--- src/include/cma_pkg.sv ---
// Constants, types and summary for the memory addressing block
// Summary of operation
// - Return stack holds 16 entries of 15 bits, apart from data memory.
// - Stack overflow or underflow sets its flag; optional reset request follows.
// - Interrupt entry saves W, STATUS, BSR, program counter latch high and both pointers in shadows; interrupt return restores them.
// - Two 16-bit indirect pointers reach all file registers and program memory.
// - Indirect data port reads of program memory take one extra cycle; writes take none.
// - Program counter is 15 bits over a 32K word space of 14 bits.
// - Program addresses past implemented memory wrap into the implemented range.
// - Execution starts at 0000h after reset; interrupts vector to 0004h.
// - Implemented program memory is 1024 words, last address 03FFh.
// - Addresses 0380h to 03FFh form the high-endurance region, low byte only.
// - Pointer high byte bit 7 set sends indirect reads to program memory.
// - Indirect read of program memory loads only the low 8 bits.
// - Indirect writes aimed at program memory change nothing.
// - Data memory has 32 banks of 128 bytes.
// - A bank holds 12 core, 20 special, up to 80 general, 16 shared bytes.
// - Direct accesses use the bank held in the bank select register.
// - Reads of unimplemented data memory return zero.
// - Data address is 12 bits; bank bits above, offset bits below.
// - Linear view of general RAM through pointers spans banks contiguously.
// - Core offers 49 instructions with direct, indirect, relative addressing.
// - Core registers occupy the first 12 locations of every bank.
package cma_pkg;
  localparam int PC_W = 15;
  localparam int STACK_DEPTH = 16;
  localparam int PROG_WORDS = 1024;
  localparam logic [14:0] RESET_VEC = 15'h0000;
  localparam logic [14:0] INT_VEC = 15'h0004;
  localparam logic [14:0] HE_LO = 15'h0380;
  localparam logic [14:0] HE_HI = 15'h03FF;
  localparam int BANK_BYTES = 128;
  localparam int NUM_BANKS = 32;
  localparam logic [6:0] CORE_END = 7'h0C;
  localparam logic [6:0] SFR_END = 7'h20;
  localparam logic [6:0] GPR_END = 7'h70;
  localparam logic [6:0] ADDR_PROBE = 7'h00;
  // Core register offsets
  localparam logic [6:0] OFS_IND0 = 7'h00;
  localparam logic [6:0] OFS_IND1 = 7'h01;
  localparam logic [6:0] OFS_PCL = 7'h02;
  localparam logic [6:0] OFS_STATUS = 7'h03;
  localparam logic [6:0] OFS_P0L = 7'h04;
  localparam logic [6:0] OFS_P0H = 7'h05;
  localparam logic [6:0] OFS_P1L = 7'h06;
  localparam logic [6:0] OFS_P1H = 7'h07;
  localparam logic [6:0] OFS_BSR = 7'h08;
  localparam logic [6:0] OFS_WREG = 7'h09;
  localparam logic [6:0] OFS_PROGRAM_COUNTER_LATCH_HIGH = 7'h0A;
  localparam logic [6:0] OFS_INTCON = 7'h0B;
  localparam int PTR_PROG_BIT = 15;
  localparam logic [15:0] LIN_BASE = 16'h2000;
  localparam int GPR_PER_BANK = 80;
  localparam int INSTR_COUNT = 49;
  typedef enum logic [1:0] {
    CMA_IDLE = 2'b00,
    CMA_PWAIT = 2'b01
  } cma_state_t;
endpackage : cma_pkg

--- src/rtl/cma_stack.sv ---
// Hardware return-address stack with overflow and underflow detection
module cma_stack #(
  parameter int DEPTH = 16,
  parameter int WIDTH = 15
) (
  // Clock and reset
  input wire logic ref_clk,
  input wire logic rst,
  // Push and pop
  input wire logic push,
  input wire logic pop,
  input wire logic [WIDTH-1:0] push_data,
  output logic [WIDTH-1:0] top_data,
  // Error pulses
  output logic overflow,
  output logic underflow
);
  localparam int PW = $clog2(DEPTH);
  initial begin
    if (DEPTH < 2 || (DEPTH & (DEPTH - 1)) != 0) $error("bad depth");
  end
  logic [WIDTH-1:0] mem_reg [DEPTH];
  logic [PW:0] count_reg;
  logic [PW-1:0] sp_reg;
  wire full = count_reg == (PW + 1)'(DEPTH);
  wire empty = count_reg == '0;
  wire [PW-1:0] rd_idx = sp_reg - PW'(1);
  assign top_data = mem_reg[rd_idx];
  assign overflow = push && full;
  assign underflow = pop && !push && empty;
  always_ff @(posedge ref_clk or posedge rst) begin
    if (rst) begin
      count_reg <= '0;
      sp_reg <= '0;
    end else if (push && !full) begin
      sp_reg <= sp_reg + PW'(1);
      count_reg <= count_reg + (PW + 1)'(1);
    end else if (pop && !push && !empty) begin
      sp_reg <= rd_idx;
      count_reg <= count_reg - (PW + 1)'(1);
    end
  end
  always_ff @(posedge ref_clk) begin
    if (push && !full) begin
      mem_reg[sp_reg] <= push_data;
    end
  end
endmodule : cma_stack

--- src/rtl/cma_core.sv ---
// Program counter, return stack, shadows, pointers and data decode
module cma_core #(
  parameter int PROG_WORDS = 1024
) (
  // Clock and reset
  input wire logic ref_clk,
  input wire logic rst,
  // Sequencing from the instruction decoder
  input wire logic step,
  input wire logic jump,
  input wire logic [14:0] jump_addr,
  input wire logic call,
  input wire logic ret,
  input wire logic irq_take,
  input wire logic retfie,
  input wire logic stack_rst_en,
  // Working register result and status from the datapath
  input wire logic [7:0] wreg_in,
  input wire logic [4:0] status_in,
  // Direct file access
  input wire logic [6:0] dir_ofs,
  input wire logic dir_wr,
  input wire logic dir_rd,
  input wire logic [7:0] dir_wdata,
  // Indirect port access
  input wire logic ind_sel,
  input wire logic ind_rd,
  input wire logic ind_wr,
  input wire logic [7:0] ind_wdata,
  // Program memory word returned for fetch or table read
  input wire logic [13:0] prog_rdata,
  // Data RAM answer
  input wire logic [7:0] ram_rdata,
  // Program memory address
  output logic [14:0] prog_addr,
  output logic [14:0] pc_out,
  // Data RAM request
  output logic [11:0] ram_addr,
  output logic ram_wr,
  output logic ram_rd,
  output logic [7:0] ram_wdata,
  // Read data, stall and status
  output logic [7:0] rdata,
  output logic rdata_valid,
  output logic stall,
  output logic stack_overflow_flag,
  output logic stack_underflow_flag,
  output logic soft_reset,
  output logic high_endurance,
  output logic [4:0] bank_select_register,
  output logic [7:0] wreg_out
);
  localparam int AW = $clog2(PROG_WORDS);
  initial begin
    if (PROG_WORDS < 8 || PROG_WORDS > 32768 ||
        (PROG_WORDS & (PROG_WORDS - 1)) != 0) $error("bad program size");
  end
  // ****************
  // Program counter
  // ****************
  logic [14:0] pc_reg;
  logic [14:0] pc_next;
  logic [14:0] stk_top;
  logic stk_ovf;
  logic stk_unf;
  cma_stack #(
    .DEPTH(cma_pkg::STACK_DEPTH),
    .WIDTH(cma_pkg::PC_W)
  ) u_stack (
    .ref_clk(ref_clk),
    .rst(rst),
    .push((call || irq_take) && !stall),
    .pop((ret || retfie) && !stall),
    .push_data(irq_take ? pc_reg : pc_reg + 15'h0001),
    .top_data(stk_top),
    .overflow(stk_ovf),
    .underflow(stk_unf)
  );
  // Wrap into implemented words
  wire [14:0] pc_wrap = {{(15 - AW){1'b0}}, pc_next[AW-1:0]};
  always_comb begin
    pc_next = pc_reg;
    if (irq_take) begin
      pc_next = cma_pkg::INT_VEC;
    end else if (call || jump) begin
      pc_next = jump_addr;
    end else if (ret || retfie) begin
      pc_next = stk_top;
    end else if (step) begin
      pc_next = pc_reg + 15'h0001;
    end
  end
  always_ff @(posedge ref_clk or posedge rst) begin
    if (rst) begin
      pc_reg <= cma_pkg::RESET_VEC;
    end else if (!stall) begin
      pc_reg <= pc_wrap;
    end
  end
  // ****************
  // Stack errors
  // ****************
  logic ovf_reg;
  logic unf_reg;
  logic srst_reg;
  always_ff @(posedge ref_clk or posedge rst) begin
    if (rst) begin
      ovf_reg <= 1'b0;
      unf_reg <= 1'b0;
      srst_reg <= 1'b0;
    end else begin
      ovf_reg <= ovf_reg || (stk_ovf && !stall);
      unf_reg <= unf_reg || (stk_unf && !stall);
      srst_reg <= stack_rst_en && ((stk_ovf || stk_unf) && !stall);
    end
  end
  // ****************
  // Core registers
  // ****************
  logic [15:0] ptr_reg [2];
  logic [4:0] bsr_reg;
  logic [7:0] w_reg;
  logic [6:0] program_counter_latch_high_reg;
  logic [4:0] status_reg;
  logic [7:0] sh_w;
  logic [4:0] sh_bsr;
  logic [6:0] sh_program_counter_latch_high;
  logic [4:0] sh_status;
  logic [15:0] sh_ptr [2];
  wire dw = dir_wr && !stall;
  logic pend_reg;
  logic pend_q;
  logic [7:0] prog_byte_reg;
  wire [15:0] ptr = ptr_reg[ind_sel];
  wire prog_sel = ptr[cma_pkg::PTR_PROG_BIT];
  always_ff @(posedge ref_clk or posedge rst) begin
    if (rst) begin
      ptr_reg[0] <= 16'h0000;
      ptr_reg[1] <= 16'h0000;
      bsr_reg <= 5'h00;
      w_reg <= 8'h00;
      program_counter_latch_high_reg <= 7'h00;
      status_reg <= 5'h00;
      sh_ptr[0] <= 16'h0000;
      sh_ptr[1] <= 16'h0000;
      sh_w <= 8'h00;
      sh_bsr <= 5'h00;
      sh_program_counter_latch_high <= 7'h00;
      sh_status <= 5'h00;
    end else if (irq_take && !stall) begin
      sh_w <= w_reg;
      sh_bsr <= bsr_reg;
      sh_program_counter_latch_high <= program_counter_latch_high_reg;
      sh_status <= status_reg;
      sh_ptr[0] <= ptr_reg[0];
      sh_ptr[1] <= ptr_reg[1];
    end else if (retfie && !stall) begin
      w_reg <= sh_w;
      bsr_reg <= sh_bsr;
      program_counter_latch_high_reg <= sh_program_counter_latch_high;
      status_reg <= sh_status;
      ptr_reg[0] <= sh_ptr[0];
      ptr_reg[1] <= sh_ptr[1];
    end else begin
      w_reg <= wreg_in;
      status_reg <= status_in;
      if (ind_rd && prog_sel && pend_reg) begin
        w_reg <= prog_rdata[7:0];
      end
      if (dw) begin
        case (dir_ofs)
          cma_pkg::OFS_P0L: ptr_reg[0][7:0] <= dir_wdata;
          cma_pkg::OFS_P0H: ptr_reg[0][15:8] <= dir_wdata;
          cma_pkg::OFS_P1L: ptr_reg[1][7:0] <= dir_wdata;
          cma_pkg::OFS_P1H: ptr_reg[1][15:8] <= dir_wdata;
          cma_pkg::OFS_BSR: bsr_reg <= dir_wdata[4:0];
          cma_pkg::OFS_WREG: w_reg <= dir_wdata;
          cma_pkg::OFS_PROGRAM_COUNTER_LATCH_HIGH: program_counter_latch_high_reg <= dir_wdata[6:0];
          default: begin
          end
        endcase
      end
    end
  end
  // ****************
  // Indirect decode
  // ****************
  wire [14:0] ptr_pa = ptr[14:0];
  wire [14:0] ptr_pa_w = {{(15 - AW){1'b0}}, ptr_pa[AW-1:0]};
  // Linear GENERAL_PURPOSE_RAM: 80 bytes per bank from offset 20h
  wire [12:0] lin_ofs = ptr[12:0] - 13'h0000;
  wire [12:0] lin_bank = lin_ofs / 13'(cma_pkg::GPR_PER_BANK);
  wire [12:0] lin_in = lin_ofs % 13'(cma_pkg::GPR_PER_BANK);
  wire is_lin = ptr[14:13] == 2'b01;
  wire [11:0] lin_addr = {lin_bank[4:0], 7'(lin_in[6:0] + 7'h20)};
  wire [11:0] ind_daddr = is_lin ? lin_addr : ptr[11:0];
  wire [11:0] dir_daddr = {bsr_reg, dir_ofs};
  always_ff @(posedge ref_clk or posedge rst) begin
    if (rst) begin
      pend_reg <= 1'b0;
    end else begin
      pend_reg <= ind_rd && prog_sel && !pend_reg;
    end
  end
  assign stall = ind_rd && prog_sel && !pend_reg;
  // ****************
  // Data memory map
  // ****************
  wire [11:0] cur_addr = (ind_rd || ind_wr) ? ind_daddr : dir_daddr;
  wire [6:0] cur_ofs = cur_addr[6:0];
  wire is_core = cur_ofs < cma_pkg::CORE_END;
  wire is_sfr = !is_core && cur_ofs < cma_pkg::SFR_END;
  wire is_gpr = !is_core && !is_sfr && cur_ofs < cma_pkg::GPR_END;
  wire is_com = cur_ofs >= cma_pkg::GPR_END;
  wire mem_ok = is_gpr || is_com;
  logic [7:0] core_rd;
  always_comb begin
    case (cur_ofs)
      cma_pkg::OFS_PCL: core_rd = pc_reg[7:0];
      cma_pkg::OFS_STATUS: core_rd = {3'h0, status_reg};
      cma_pkg::OFS_P0L: core_rd = ptr_reg[0][7:0];
      cma_pkg::OFS_P0H: core_rd = ptr_reg[0][15:8];
      cma_pkg::OFS_P1L: core_rd = ptr_reg[1][7:0];
      cma_pkg::OFS_P1H: core_rd = ptr_reg[1][15:8];
      cma_pkg::OFS_BSR: core_rd = {3'h0, bsr_reg};
      cma_pkg::OFS_WREG: core_rd = w_reg;
      cma_pkg::OFS_PROGRAM_COUNTER_LATCH_HIGH: core_rd = {1'b0, program_counter_latch_high_reg};
      default: core_rd = 8'h00;
    endcase
  end
  wire dm_wr = (ind_wr && !prog_sel) || dw;
  wire dm_rd = (ind_rd && !prog_sel) || dir_rd;
  logic [7:0] rdata_reg;
  logic rvalid_reg;
  logic core_hit_reg;
  logic [7:0] core_rd_reg;
  logic mem_hit_reg;
  always_ff @(posedge ref_clk or posedge rst) begin
    if (rst) begin
      core_hit_reg <= 1'b0;
      mem_hit_reg <= 1'b0;
      core_rd_reg <= 8'h00;
      rvalid_reg <= 1'b0;
    end else begin
      core_hit_reg <= dm_rd && is_core;
      mem_hit_reg <= dm_rd && mem_ok;
      core_rd_reg <= core_rd;
      rvalid_reg <= dm_rd || (ind_rd && prog_sel && pend_reg);
    end
  end
  always_comb begin
    if (core_hit_reg) begin
      rdata_reg = core_rd_reg;
    end else if (mem_hit_reg) begin
      rdata_reg = ram_rdata;
    end else begin
      rdata_reg = 8'h00;
    end
  end
  // ****************
  // Outputs
  // ****************
  logic [11:0] ram_addr_reg;
  logic ram_wr_reg;
  logic ram_rd_reg;
  logic [7:0] ram_wdata_reg;
  always_ff @(posedge ref_clk or posedge rst) begin
    if (rst) begin
      ram_addr_reg <= 12'h000;
      ram_wr_reg <= 1'b0;
      ram_rd_reg <= 1'b0;
      ram_wdata_reg <= 8'h00;
    end else begin
      ram_addr_reg <= cur_addr;
      ram_wr_reg <= dm_wr && mem_ok;
      ram_rd_reg <= dm_rd && mem_ok;
      ram_wdata_reg <= ind_wr ? ind_wdata : dir_wdata;
    end
  end
  assign ram_addr = ram_addr_reg;
  assign ram_wr = ram_wr_reg;
  assign ram_rd = ram_rd_reg;
  assign ram_wdata = ram_wdata_reg;
  assign rdata = pend_q ? prog_byte_reg : rdata_reg;
  assign rdata_valid = rvalid_reg;
  assign pc_out = pc_reg;
  assign prog_addr = (ind_rd && prog_sel) ? ptr_pa_w : pc_reg;
  assign stack_overflow_flag = ovf_reg;
  assign stack_underflow_flag = unf_reg;
  assign soft_reset = srst_reg;
  assign high_endurance = prog_addr >= cma_pkg::HE_LO &&
                          prog_addr <= cma_pkg::HE_HI;
  assign bank_select_register = bsr_reg;
  assign wreg_out = w_reg;
  // Program byte held, the address bus has moved on by the answer cycle
  always_ff @(posedge ref_clk or posedge rst) begin
    if (rst) begin
      pend_q <= 1'b0;
      prog_byte_reg <= 8'h00;
    end else begin
      pend_q <= ind_rd && prog_sel && pend_reg;
      if (ind_rd && prog_sel && pend_reg) begin
        prog_byte_reg <= prog_rdata[7:0];
      end
    end
  end
  // ****************
  // Checks
  // ****************
  chk_reset_vector: assert property (@(posedge ref_clk)
    $fell(rst) |-> pc_reg == cma_pkg::RESET_VEC)
    else $error("pc not at reset vector");
  chk_int_vector: assert property (@(posedge ref_clk) disable iff (rst)
    irq_take && !stall |=> pc_reg == cma_pkg::INT_VEC)
    else $error("interrupt did not vector");
  chk_pc_wrap: assert property (@(posedge ref_clk) disable iff (rst)
    pc_reg < 15'(PROG_WORDS))
    else $error("pc outside program memory");
  chk_prog_stall: assert property (@(posedge ref_clk) disable iff (rst)
    ind_rd && prog_sel && !pend_reg |=> pend_reg)
    else $error("missing extra cycle");
  chk_prog_nowrite: assert property (@(posedge ref_clk) disable iff (rst)
    ind_wr && prog_sel |=> !ram_wr)
    else $error("write reached memory");
  chk_ovf_sticky: assert property (@(posedge ref_clk) disable iff (rst)
    stk_ovf && !stall |=> ovf_reg ##1 ovf_reg)
    else $error("overflow flag lost");
  chk_shadow_restore: assert property (@(posedge ref_clk) disable iff (rst)
    retfie && !stall && !irq_take |=> w_reg == $past(sh_w))
    else $error("shadow not restored");
  chk_bank_direct: assert property (@(posedge ref_clk) disable iff (rst)
    dir_rd && !ind_rd && !ind_wr |=> ram_addr[11:7] == $past(bsr_reg))
    else $error("wrong bank");
endmodule : cma_core

--- config.mk ---
export PLATFORM = sky130hd
export DESIGN_NAME = cma_core
export DESIGN_NICKNAME = d
export VERILOG_FILES = /design/src/include/cma_pkg.sv /design/src/rtl/cma_stack.sv /design/src/rtl/cma_core.sv
export SDC_FILE = /design/constraint.sdc
export NUM_CORES = 1
export LEC_CHECK = 0
export ABC_CLOCK_PERIOD_IN_PS = 6300
export BUFFER_PORTS_ARGS = -buffer_cell sky130_fd_sc_hd__buf_2
export CORE_MARGIN = 2
export CORE_UTILIZATION = 59
export DETAILED_ROUTE_END_ITERATION = 8
export PLACE_DENSITY = 0.8
export SETUP_SLACK_MARGIN = 0.02
export SYNTH_ARGS = -nofsm -noshare
export SYNTH_HDL_FRONTEND = slang
export SYNTH_SLANG_ARGS = --single-unit
--- constraint.sdc ---
create_clock -name ref_clk -period 6.3 [get_ports ref_clk]
set_input_delay 0.945 -clock ref_clk [delete_from_list [all_inputs] [get_ports ref_clk]]
set_output_delay 0.945 -clock ref_clk [all_outputs]
set_load 0.05 [all_outputs]
# ---- Word-level counts from Yosys, hierarchy flattened
# Memory sizes are Yosys's and may differ from the RTL's.
# Cells that the tools add are included.
dict set report totals {
  output_inout_bits 79
  mem_count 1
  mem_bits_rw 176
  reg_bits 178
  word_cells 168
}
dict set report classes {
  n_addsub 6
  reduce_logical 62
  n_eq_ne 18
  magnitude_cmp 7
  n_div 2
  muxes 39
  bitwise_logic 3
}
# memory words width read_ports rd_ports_with_merged_regs write_ports line_no
set mem_list {}
lappend mem_list {u_stack.mem_reg 16 11 1 0 1 cma_stack.sv:22} ;# logic [WIDTH-1:0] mem_reg [DEPTH];
# operator count
set ops {}
lappend ops {{two-way mux 8 bit} 12}
lappend ops {{case mux 8 bit (9 select lines)} 1}
lappend ops {{two-way mux 32 bit} 2}
lappend ops {{equality test 7 x 3 -> 1 bit (second input constant)} 8}
lappend ops {{two-way mux 10 bit} 5}
lappend ops {{two-way mux 16 bit} 3}
lappend ops {{equality test 7 x 4 -> 1 bit (second input constant)} 6}
lappend ops {{two-way mux 5 bit} 6}
lappend ops {{logical AND 1 bit} 26}
lappend ops {{two-way mux 12 bit} 2}
lappend ops {{two-way mux 7 bit} 3}
lappend ops {{AND reduction 3 bit} 6}
lappend ops {{nonzero test 2 bit} 8}
lappend ops {{equality test 7 x 2 -> 1 bit (second input constant)} 2}
lappend ops {{divider 13 x 7 -> 13 bit (second input constant)} 1}
lappend ops {{modulo 13 x 7 -> 13 bit (second input constant)} 1}
lappend ops {{adder 10 x 1 -> 11 bit (second input constant)} 1}
lappend ops {{logical OR 1 bit} 11}
lappend ops {{two-way mux 11 bit} 1}
lappend ops {{greater-or-equal comparator 10 bit (second input constant)} 1}
lappend ops {{<= comparator 10 bit (second input constant)} 1}
lappend ops {{logical NOT 1 bit} 8}
lappend ops {{two-way mux 4 bit} 2}
lappend ops {{adder 7 x 6 -> 7 bit (second input constant)} 1}
lappend ops {{17 further kinds} 19}

# ---- Longest topological paths before layout
# Gate-level depths: netlist of run 1.
dict set report depth {
  word_depth 16
  depth_mapped 15
  ltp_nobuf 10
}

# ---- Modules after synthesis
# From an unflattened synthesis of run 1, not the netlist that was laid out.
dict set report unflattened {
  cells_unflattened 1584
  area_unflattened_um2 19281.0
}
# mod cells_each area_per_inst_um2 n_inst
set modules_own_cells {}
lappend modules_own_cells {cma_stack 468 9933.3 1}
lappend modules_own_cells {cma_core 1116 9347.7 1}

# ---- Worst setup path after synthesis of run 1
# OpenSTA, ideal clock, no wires.
dict set report synth_timing {
  kind {input to output}
  start {input ind_sel}
  end {output high_endurance}
  setup_slack_ns 1.868
  required_time_ns 5.355
  path_buffers 3
  arrival_time_ns 3.487
  cell_stages 7
  cell_sequence {buf_6 > buf_8 > mux2i_1 > nand2b_1 > clkbuf_1 > o21ai_0 > and3_1}
}
dict set report synth_between {
  elab_chain_len 8
  word_cells_on_any_way 9
  classes_between {2 x order compare; 4 x mux; 1 x bitwise; 2 x reduce/logical}
}
# item line_no
set synth_lines {}
lappend synth_lines {{from (decl)} cma_core.sv:26} ;# input wire logic ind_sel,
lappend synth_lines {{inverter 1 -> 2 bit (implied by the code) *} cma_core.sv:134} ;# wire [15:0] ptr = ptr_reg[ind_sel];
lappend synth_lines {{two-way mux 16 bit (implied by the code) * (3 in series)} cma_core.sv:134}
lappend synth_lines {{logical AND 1 bit} cma_core.sv:287} ;# assign prog_addr = (ind_rd && prog_sel) ? ptr_pa_w : pc_reg;
lappend synth_lines {{two-way mux 10 bit *} cma_core.sv:287}
lappend synth_lines {{named net prog_addr[9]} cma_core.sv:35} ;# output logic [14:0] prog_addr,
lappend synth_lines {{greater-or-equal comparator 10 bit or <= comparator 10 bit (tied branches)} {cma_core.sv:291, cma_core.sv:292}}
lappend synth_lines {{logical AND 1 bit *} cma_core.sv:291} ;# assign high_endurance = prog_addr >= cma_pkg::HE_LO &&
lappend synth_lines {{to (decl)} cma_core.sv:49} ;# output logic high_endurance,
# The timed path passes the listed nets; every way through them passes the cells marked *. The select of a mux whose other input is x is not followed.

# ---- Worst setup path in the final report of run 1
dict set report layout_timing {
  start {input ind_sel}
  end {register ram_wr_reg, in the netlist ram_wr}
}
dict set report layout_between {
  elab_chain_len 16
  word_cells_on_any_way 27
  classes_between {1 x add/sub; 1 x div; 4 x order compare; 1 x eq/ne; 5 x mux; 1 x bitwise; 14 x reduce/logical}
}
# item line_no
set layout_lines {}
lappend layout_lines {{inverter 1 -> 2 bit (implied by the code) *} cma_core.sv:134}
lappend layout_lines {{two-way mux 16 bit (implied by the code) * (3 in series)} cma_core.sv:134}
lappend layout_lines {{modulo 13 x 7 -> 13 bit} cma_core.sv:193} ;# wire [12:0] lin_in = lin_ofs % 13'(cma_pkg::GPR_PER_BANK);
lappend layout_lines {{adder 7 x 6 -> 7 bit} cma_core.sv:195} ;# wire [11:0] lin_addr = {lin_bank[4:0], 7'(lin_in[6:0] + 7'h20)};
lappend layout_lines {{two-way mux 12 bit} cma_core.sv:196} ;# wire [11:0] ind_daddr = is_lin ? lin_addr : ptr[11:0];
lappend layout_lines {{two-way mux 12 bit} cma_core.sv:209} ;# wire [11:0] cur_addr = (ind_rd || ind_wr) ? ind_daddr : dir_daddr;
lappend layout_lines {{less-than comparator 7 x 4 -> 1 bit} cma_core.sv:211} ;# wire is_core = cur_ofs < cma_pkg::CORE_END;
lappend layout_lines {{logical NOT 1 bit} {cma_core.sv:212, cma_core.sv:213}}
lappend layout_lines {{logical AND 1 bit} cma_core.sv:212} ;# wire is_sfr = !is_core && cur_ofs < cma_pkg::SFR_END;
lappend layout_lines {{logical NOT 1 bit} cma_core.sv:213} ;# wire is_gpr = !is_core && !is_sfr && cur_ofs < cma_pkg::GPR_END;
lappend layout_lines {{logical AND 1 bit (2 in series)} cma_core.sv:213}
lappend layout_lines {{logical OR 1 bit} cma_core.sv:215} ;# wire mem_ok = is_gpr || is_com;
lappend layout_lines {{logical AND 1 bit *} cma_core.sv:275} ;# ram_wr_reg <= dm_wr && mem_ok;
lappend layout_lines {{to (signal assigned)} cma_core.sv:275}
lappend layout_lines {{to (decl)} cma_core.sv:264} ;# logic ram_wr_reg;
# Mark *: on every way between the ends. The rest lies on a longest branch, timed or not. The select of a mux whose other input is x is not followed.
# A chain may end at the register's enable or synchronous reset.

==> results.sh, run 1 <==
export IMPL_ys_flop_type="dfrtp_1"
export IMPL_total_power_mw=9.97
export IMPL_slowest_stage="mux2i_2"
export IMPL_path_clk_slew_ns=0.06
export IMPL_die_w_um=169
export IMPL_vias=11900
export IMPL_cts_max_level=2
export IMPL_drv_slew=0
export IMPL_cts_resized=0
export IMPL_end_kind="flop"
export IMPL_p_int_mw=5.79
export IMPL_ant_nets=0
export IMPL_arrival_ns=5.12
export IMPL_ir_drop_mv=0.343
export IMPL_io_pins=166
export IMPL_drc=0
export IMPL_nFillCells=1881
export IMPL_drt_pass1_iterations=6
export IMPL_initial_core_util_pct=59.8
export IMPL_root_buffer="clkbuf_16"
export IMPL_fin_hold_ws_ns=0.467
export IMPL_rsz0062_at_grt="false"
export IMPL_crit_buf_inv=1
export IMPL_crit_family="compound AO/OA/AOI/OAI gates"
export IMPL_async_reset_ff_share_pct=52.7
export IMPL_post_cts_buffers=0
export IMPL_switching_share_pct=41.9
export IMPL_grt_max_degree=116
export IMPL_yosys_top_cells_area="edfxtp_1 (30%), dfrtp_1 (28%), mux4_2 (8.0%)"
export IMPL_grt_antenna_before_repair=0
export IMPL_drv_cap=0
export IMPL_synth_top_family_by_area="simple AND/OR/NAND/NOR gates"
export IMPL_synth_edf_count=160
export IMPL_rr_startpoint="ptr_reg[10]"
export IMPL_via_per_inst=6.27
export IMPL_run_status="finished clean"
export IMPL_clock_latency_ns=0.52
export IMPL_cp_startpoint="ind_sel"
export IMPL_yosysSeqAreaShare_pct=57.8
export IMPL_post_route_min_period_ns=4.67
export IMPL_yosysWarnings=0
export IMPL_wirelength_um=41200
export IMPL_drt_initial_drc_count=1605
export IMPL_synthXorXnorAreaFrac_pct=1.58
export IMPL_synthSimpleGateAreaFrac_pct=13.9
export IMPL_hold_violations=0
export IMPL_crit_end="ram_wr"
export IMPL_tightest_slew_ns=1.30
export IMPL_core_sq_um=26800
export IMPL_placed_cell_area_sq_um=16900
export IMPL_p_comb_share_pct=43.7
export IMPL_port_buffer_count=144
export IMPL_crit_path_max_incr_delay_ns=0.67
export IMPL_gp_congestion=0.917
export IMPL_track_usage_pct=29.2
export IMPL_final_nets=1621
export IMPL_crit_fanout=28
export IMPL_cts_made_buffers=36
export IMPL_layout_setup_ws_ns=1.63
export IMPL_cp_depth=11
export IMPL_areaGrowthSynthToFinish_pct=12.8
export IMPL_cts_hold_fix_buffers=0
export IMPL_synth_compound_area_share_pct=11.7
export IMPL_synth_area_sq_um=16000
export IMPL_yosysTopAreaCellShare_pct=30.0
export IMPL_synth_adder_area_share_pct=0.960
export IMPL_drive_gt1_share_pct=21.0
export IMPL_clkPwrFrac_pct=20.4
export IMPL_hold_class="flop to flop"
export IMPL_rrSetupSlack_ns=2.30
export IMPL_synthMuxAreaShare_pct=11.1
export IMPL_timing_final_crit_share_pct=74.2
export IMPL_crit_required_ns=6.75
export IMPL_dpl_hpwl_um=27500
export IMPL_rows=60
export IMPL_postSynthAreaPerCell_sq_um=11.4
export IMPL_hp_start="stack_overflow_flag"
export IMPL_grt_pass1_wl_um=64500
export IMPL_netlist_instances=1410
export IMPL_ys_types=78
export IMPL_reg2reg_depth=10
export IMPL_setup_viol=0
export IMPL_grt_ovfl_total=0
export IMPL_power_switching_mw=4.18
export IMPL_fin_area_sq_um=18100
export IMPL_cts_buffer_depth=3
export IMPL_seqPwrFrac_pct=35.8
export IMPL_ys_seq_elements=338
export IMPL_p_per_area_nw_per_um2=551
export IMPL_crit_type="input port to flop"
export IMPL_dpl_worst_slack_ns=1.19
export IMPL_fin_worst_skew_ns=0.0169
export IMPL_die_y_um=169
export IMPL_grt_pass1_vias=11400
export IMPL_worstReg2RegEnd="core_hit_reg"
export IMPL_setup_tns_ns=0
export IMPL_clock_sinks=338
export IMPL_timing_fmax_ghz=0.214
export IMPL_slew_headroom_pct=12.9
export IMPL_leakage_nw=7.39
export IMPL_crit_path_cell_trace="buf_2 -> mux2i_2 -> maj3_1 -> a21oi_1 -> and2_4 -> maj3_2 -> a221o_1 -> nor3_1 -> o32ai_2 -> o22ai_2 -> a21boi_2"
export IMPL_yosysTopAreaCell="edfxtp_1"
export IMPL_die_area_sq_um=28500
export IMPL_cts_tree="done"
export IMPL_largest_register_ffs=160
export IMPL_setup_worst_path_start_class="input port"
export IMPL_wl_per_cell_um=21.8
==> how the worst min path moves through the flow <==
stage	to	slack, ns	cells past startpoint
after floorplan	sh_status[1]	0.45	2
after global placement	sh_ptr[13]	0.46	2
final	stack_overflow_flag	0.47	1
after CTS	stack_overflow_flag	0.46	1
after global routing	sh_ptr[16]	0.49	2
after detailed placement	stack_overflow_flag	0.45	1
==> Yosys cell counts, types with 18 or more instances <==
master,instances
nand2_1,302
mux2i_1,26
and2_1,18
nor2_1,93
clkbuf_1,66
a21oi_1,121
edfxtp_1,160
mux4_2,57
nand3_1,18
o21ai_0,76
dfrtp_1,178
nor3_1,22
==> placed cells by master (no fill, tap or decap), types with 5 or more instances in the layout <==
cell,count
o21ai_0,76
a22oi_1,12
nor3_2,8
mux2_2,16
conb_1,10
and3_1,8
nand2_1,301
nor3_1,22
clkinv_2,8
a221oi_1,7
edfxtp_1,160
mux2i_1,26
xor2_1,10
o21ai_1,7
mux4_2,57
clkinvlp_4,5
a311oi_1,8
buf_2,144
dfrtp_1,177
buf_4,17
a211oi_1,14
a31oi_1,8
a21oi_1,121
nor2_1,93
and2_1,16
inv_1,12
clkbuf_16,36
ha_1,9
nand3_1,18
xnor2_1,17
clkbuf_1,6
nand4_1,8
nor4_1,10
nor2b_1,15
nand2b_1,6
==> stage by stage <==
step,instances,utilization (%)
6_report,1892,67.4
5_1_grt,1891,67.4
4_1_cts,1891,67.4
3_5_place_dp,1827,63.2
3_3_place_gp,1827,63.2
2_1_floorplan,1419,-
==> power groups by stage <==
stage	logic (mW)	registers, mW	clock network, mW
2_1_floorplan	2.99	3.74	0
3_3_place_gp	4.18	3.54	0
3_5_place_dp	4.28	3.58	0
4_1_cts	4.32	3.55	2.05
5_1_grt	4.69	3.64	2.15
6_report	4.36	3.57	2.03
==> kinds of logic (layout without fill, tap and decap cells) <==
family,after synthesis,in the layout
AND/OR/NAND/NOR,516,516
AO/OA/AOI/OAI,303,303
buffers and inverters,109,240
adder cells (fa/ha/maj),12,12
flip-flops,338,338
other,1,11
multiplexers,103,103
XOR/XNOR,28,28
==> area by class of cell <==
type                       count  area [sq um]  area share [%]
antenna                        1          2.50          0.0138
clock buffer                  44           951            5.26
clock inverter                20           190            1.05
inverter                      15          61.3           0.339
multi-input combinational    972          6330            35.0
sequential                   338          9260            51.2
tap                          341           427            2.36
timing repair buffer         161           848            4.69
==> per-layer routing <==
| metal | up-vias | wire length, um | global-route usage, % | share of wire [%] |
|---|---|---|---|---|
| met1 | 5902 | 16600 | 39.7 | 40 |
| met3 | 90 | 2780 | 3.86 | 6.7 |
| met5 | - | 0 | 0 | 0 |
| met4 | 0 | 1150 | 8.73 | 2.8 |
| li1 | 5323 | - | - | - |
| met2 | 557 | 20700 | 49.9 | 50 |
Power figures use the tool's default switching activity.
==> inputs of run 2 (changes only) <==
ABC_CLOCK_PERIOD_IN_PS = 4600   (was 6300)
clock period = 4.6 ns   (was 6.3 ns; I/O delays follow)
==> run 2 against run 1 <==
Net effect: clock-buffer cell count is 9 higher; flip-flop and latch count did not move; highest routed layer unchanged; via count is essentially flat; final cell count is 0.74% higher; combinational power is 39% higher; power increased by 39%; design area rose by 0.91%; first-iteration DRC count shrank 11%; critical path depth is 1 higher; non-clock buffer count grew 15; largest power group unchanged; critical path type unchanged.
==> results.sh, run 2 (synthesis results as in run 1) <==
export IMPL_cts_resized=0
export IMPL_ant_nets=0
export IMPL_cp_depth=12
export IMPL_dp_cells=1842
export IMPL_arrival_ns=4.26
export IMPL_slew_headroom_pct=14.3
export IMPL_leakage_nw=7.49
export IMPL_crit_path_max_incr_delay_ns=0.57
export IMPL_via_per_inst=6.23
export IMPL_timing_final_crit_share_pct=83.6
export IMPL_run_status="finished clean"
export IMPL_ir_drop_mv=0.510
export IMPL_core_sq_um=26800
export IMPL_grt_antenna_before_repair=0
export IMPL_met3_length_um=2450
export IMPL_wl_met2_um=20200
export IMPL_cp_startpoint="ind_sel"
export IMPL_rows=60
export IMPL_crit_top_cell="nand2_1"
export IMPL_cts_max_level=2
export IMPL_crit_buf_inv=2
export IMPL_path_clk_slew_ns=0.06
export IMPL_crit_required_ns=5.01
export IMPL_hold_violations=0
export IMPL_tightest_slew_ns=1.28
export IMPL_clock_latency_ns=0.52
export IMPL_drv_slew=0
export IMPL_post_cts_buffers=0
export IMPL_reg2reg_depth=11
export IMPL_initial_core_util_pct=59.8
export IMPL_end_kind="flop"
export IMPL_placed_cell_area_sq_um=17100
export IMPL_drt_initial_drc_count=1426
export IMPL_drt_pass1_iterations=6
export IMPL_cts_tree="done"
export IMPL_grt_ovfl_total=0
export IMPL_fin_worst_skew_ns=0.0156
export IMPL_setup_tns_ns=0
export IMPL_gp_congestion=0.924
export IMPL_setup_viol=0
export IMPL_largest_register_ffs=160
export IMPL_dpl_worst_slack_ns=0.239
export IMPL_wl_per_cell_um=21.5
export IMPL_wl_met1_um=16700
export IMPL_vias=11900
export IMPL_areaGrowthSynthToFinish_pct=13.8
export IMPL_grt_max_degree=179
export IMPL_final_cell_mix="nand2_1 (301), dfrtp_1 (177), edfxtp_1 (160)"
export IMPL_stdcell_count=1906
export IMPL_final_common_cell="nand2_1"
export IMPL_die_y_um=169
export IMPL_port_buffer_count=144
export IMPL_hold_class="input port to async pin"
export IMPL_highest_layer="met4"
export IMPL_clock_sinks=338
export IMPL_post_route_min_period_ns=3.85
export IMPL_dpl_hpwl_um=28000
export IMPL_setup_worst_path_start_class="input port"
export IMPL_rsz0062_at_grt="false"
export IMPL_layout_setup_ws_ns=0.752
export IMPL_io_pins=166
export IMPL_crit_family="compound AO/OA/AOI/OAI gates"
export IMPL_drv_cap=0
export IMPL_antenna_cells=0
export IMPL_crit_path_cell_trace="buf_2 -> mux2_2 -> a2111oi_1 -> a21oi_1 -> buf_4 -> nand2_1 -> nor2_1 -> o41ai_1 -> nand2_1 -> o311ai_1 -> o22ai_2 -> a2111oi_4"
export IMPL_grt_pass1_wl_um=64400
export IMPL_die_w_um=169
export IMPL_crit_end="core_hit_reg"
export IMPL_crit_fanout=11
export IMPL_rr_startpoint="ptr_reg[27]"
export IMPL_die_area_sq_um=28500
export IMPL_cts_buffer_depth=3
export IMPL_final_nets=1636
export IMPL_fin_area_sq_um=18200
export IMPL_p_per_area_nw_per_um2=757
export IMPL_cts_made_buffers=36
export IMPL_slowest_stage="o41ai_1"
export IMPL_timing_fmax_ghz=0.260
export IMPL_crit_type="input port to flop"
export IMPL_root_buffer="clkbuf_16"
export IMPL_drive_gt1_share_pct=21.3
export IMPL_grt_pass1_vias=11500
export IMPL_utilization_pct=68.1
export IMPL_wirelength_um=41000
export IMPL_drc=0
export IMPL_rrSetupSlack_ns=0.77
export IMPL_worstReg2RegEnd="core_hit_reg"
export IMPL_track_usage_pct=29.1
export IMPL_cts_hold_fix_buffers=0
## run 2: cell types whose count changed in the layout (fill, tap and decap cells not counted), moves of 3 or more
cell	delta
clkinvlp_4	-4
buf_4	+13
clkinv_2	-5
clkbuf_1	+4
clkbuf_8	+3
## run 2: power breakdown
part           switching (mW)  leakage [nW]  internal, mW
logic                    3.82          3.28          2.24
clock network            1.16         0.574          1.71
registers               0.719          3.64          4.16
## run 2: per-layer routing
metal / global-route usage, % / up-vias
met5: 0 / -
li1: - / 5364
met3: 3.81 / 105
met4: 11.8 / 0
met1: 39.5 / 5850
met2: 48.3 / 563
## run 2: final cells by class
type                    count  area [sq um]
clock buffers              53          1060
fillers                  1861          8560
well taps                 341           427
inverters                  15          60.1
flip-flops and latches    338          9260
repair buffers            176           986
clock inverters            11           115
multi-input cells         972          6330
## run 2: stage by stage
| step | hold slack (ns) | total power, mW |
|---|---|---|
| after detailed placement | 0.458 | 10.9 |
| after global placement | 0.457 | 10.7 |
| after global routing | 0.405 | 14.5 |
| after CTS | 0.389 | 13.8 |
| after floorplan | 0.446 | 9.22 |
| final | 0.361 | 13.8 |
## run 2: how the worst min path moves through the flow
stage	start	to	slack, ns	cells past startpoint
floorplan	sh_status[1]	sh_status[1]	0.45	2
global placement	sh_status[1]	sh_status[1]	0.46	2
detailed placement	stack_overflow_flag	stack_overflow_flag	0.46	1
CTS	prog_rdata[3]	prog_byte_reg[3]	0.39	3
global route	prog_rdata[2]	prog_byte_reg[2]	0.41	3
finish	rst	wreg_out[6]	0.36	3
## run 2: worst reg2reg max path: cells and delay by family (launching register included)
kind / cells / cell delay (ns)
compound gates: 6 / 2.25
simple gates: 3 / 0.46
flops: 1 / 0.46
mux: 1 / 0.40
buf+inv: 1 / 0.17
==> inputs of run 3 (changes only) <==
ABC_CLOCK_PERIOD_IN_PS = 3300   (was 4600)
CORE_UTILIZATION = 54   (was 59)
PLACE_DENSITY = 0.77   (was 0.8)
clock period = 3.3 ns   (was 4.6 ns; I/O delays follow)
==> run 3 against run 2 <==
Net effect: global-route usage is 0.093 points higher; critical path type is now flop to flop; largest cell class unchanged; non-clock buffer count grew 137; critical endpoint is now core_rd_reg[0]; register-to-register slack got worse by 0.71 ns.
==> results.sh, run 3 (synthesis results as in run 1) <==
export IMPL_via_per_inst=5.99
export IMPL_drive_gt1_share_pct=29.4
export IMPL_root_buffer="clkbuf_16"
export IMPL_arrival_ns=3.68
export IMPL_core_sq_um=29400
export IMPL_initial_core_util_pct=54.5
export IMPL_clock_sinks=338
export IMPL_drt_initial_drc_count=1289
export IMPL_die_y_um=176
export IMPL_grt_pass1_wl_um=69500
export IMPL_crit_fanout=8
export IMPL_placed_cell_area_sq_um=18500
export IMPL_track_usage_pct=29.2
export IMPL_fin_area_sq_um=19900
export IMPL_slowest_stage="dfrtp_1"
export IMPL_grt_antenna_before_repair=0
export IMPL_timing_final_crit_share_pct=98.3
export IMPL_setup_viol=0
export IMPL_cts_max_level=2
export IMPL_hold_class="input port to flop"
export IMPL_grt_ovfl_total=0
export IMPL_crit_family="compound AO/OA/AOI/OAI gates"
export IMPL_wirelength_um=45100
export IMPL_crit_buf_inv=2
export IMPL_vias=12500
export IMPL_ant_nets=0
export IMPL_largest_register_ffs=160
export IMPL_grt_pass1_vias=12200
export IMPL_p_per_area_nw_per_um2=1060
export IMPL_final_cell_mix="nand2_1 (301), dfrtp_1 (174), edfxtp_1 (160)"
export IMPL_die_area_sq_um=31100
export IMPL_cts_tree="done"
export IMPL_setup_tns_ns=0
export IMPL_ir_drop_mv=0.639
export IMPL_drt_pass1_iterations=5
export IMPL_total_power_mw=21.1
export IMPL_fin_worst_skew_ns=0.0155
export IMPL_clock_latency_ns=0.53
export IMPL_drv_cap=0
export IMPL_wl_per_cell_um=21.6
export IMPL_stdcell_count=2092
export IMPL_path_clk_slew_ns=0.06
export IMPL_end_kind="flop"
export IMPL_hold_violations=0
export IMPL_setup_worst_path_start_class="flop"
export IMPL_dpl_hpwl_um=32000
export IMPL_dp_cells=2017
export IMPL_run_status="finished clean"
export IMPL_crit_type="flop to flop"
export IMPL_cts_made_buffers=36
export IMPL_grt_max_degree=89
export IMPL_io_pins=166
export IMPL_final_common_cell="nand2_1"
export IMPL_post_route_min_period_ns=3.24
export IMPL_drc=0
export IMPL_gp_congestion=0.927
export IMPL_crit_path_cell_trace="mux2i_4 -> buf_12 -> a2111oi_4 -> a21oi_2 -> and2_4 -> maj3_2 -> a221o_1 -> o31a_1 -> o311ai_4 -> o22ai_4 -> buf_6 -> nor3_2"
export IMPL_final_nets=1773
export IMPL_crit_path_max_incr_delay_ns=0.49
export IMPL_port_buffer_count=144
export IMPL_leakage_nw=8.29
export IMPL_areaGrowthSynthToFinish_pct=24.0
export IMPL_rows=63
export IMPL_drv_slew=0
export IMPL_antenna_cells=0
export IMPL_rsz0062_at_grt="true"
export IMPL_cts_buffer_depth=3
export IMPL_crit_required_ns=3.73
export IMPL_die_w_um=176
export IMPL_timing_fmax_ghz=0.308
export IMPL_slew_headroom_pct=16.4
export IMPL_tightest_slew_ns=1.24
==> run 3: worst register-to-register path: stages, from the launching register on <==
cell and delay (ns):
dfrtp_1 0.49, mux2i_4 0.14, buf_12 0.16, a2111oi_4 0.30
a21oi_2 0.08, and2_4 0.18, maj3_2 0.29, a221o_1 0.35
o31a_1 0.32, o311ai_4 0.34, o22ai_4 0.15, buf_6 0.20
nor3_2 0.18
==> run 3: path summary, 6_finish.rpt <==
kind,cells after the start,startpoint,to,slack [ns]
worst min register to register,1,stack_overflow_flag,stack_overflow_flag,0.46
worst max-delay path,12,ptr_reg[25],core_rd_reg[0],0.06
worst max register to register,12,ptr_reg[25],core_rd_reg[0],0.06
max in group asynchronous,4,rst,ptr_reg[28],1.99
worst min-delay path,2,ind_wdata[0],ram_wdata[0],0.21
min in group asynchronous,3,rst,stack_overflow_flag,0.52
==> run 3: timing repair <==
action | CTS | global route
gates resized for setup | 4 | 20
endpoints found under the hold margin | 12 | 0
hold buffers | 1 | 0
buffers inserted | 1 | 9
pin swaps | 4 | 10
endpoints found under the setup margin | 9 | 13
==> run 3: power by group <==
part | switching [mW] | leakage, nW | internal, mW
Combinational | 5.86 | 4.08 | 4.31
Sequential | 1.04 | 3.63 | 5.80
Clock | 1.65 | 0.577 | 2.39
Total | 8.55 | 8.29 | 12.5
==> run 3: metal layers <==
layer | vias up | share of wire (%) | global-route usage, %
met5 | - | 0 | 0
met4 | 0 | 4.0 | 11.5
met3 | 119 | 6.9 | 4.93
met2 | 554 | 50 | 49.8
met1 | 6220 | 39 | 37.6
li1 | 5636 | - | -
==> run 3: metrics by stage <==
stage                     utilization (%)  hold WS (ns)  setup WS [ns]
after global placement               62.8         0.453         -0.450
after detailed placement             62.8         0.455         -0.460
after CTS                            66.9         0.201         0.0282
after global routing                 67.6         0.200        -0.0751
final                                67.6         0.213         0.0554
after floorplan                         -         0.446        0.00973
==> run 3: cell type report <==
class / count / area (sq um)
Clock buffer: 47 / 962
Clock inverter: 17 / 221
Multi-Input combinational cell: 972 / 6560
Fill cell: 2119 / 9540
Tap cell: 390 / 488
Timing Repair Buffer: 313 / 2310
Inverter: 15 / 60.1
Sequential cell: 338 / 9260
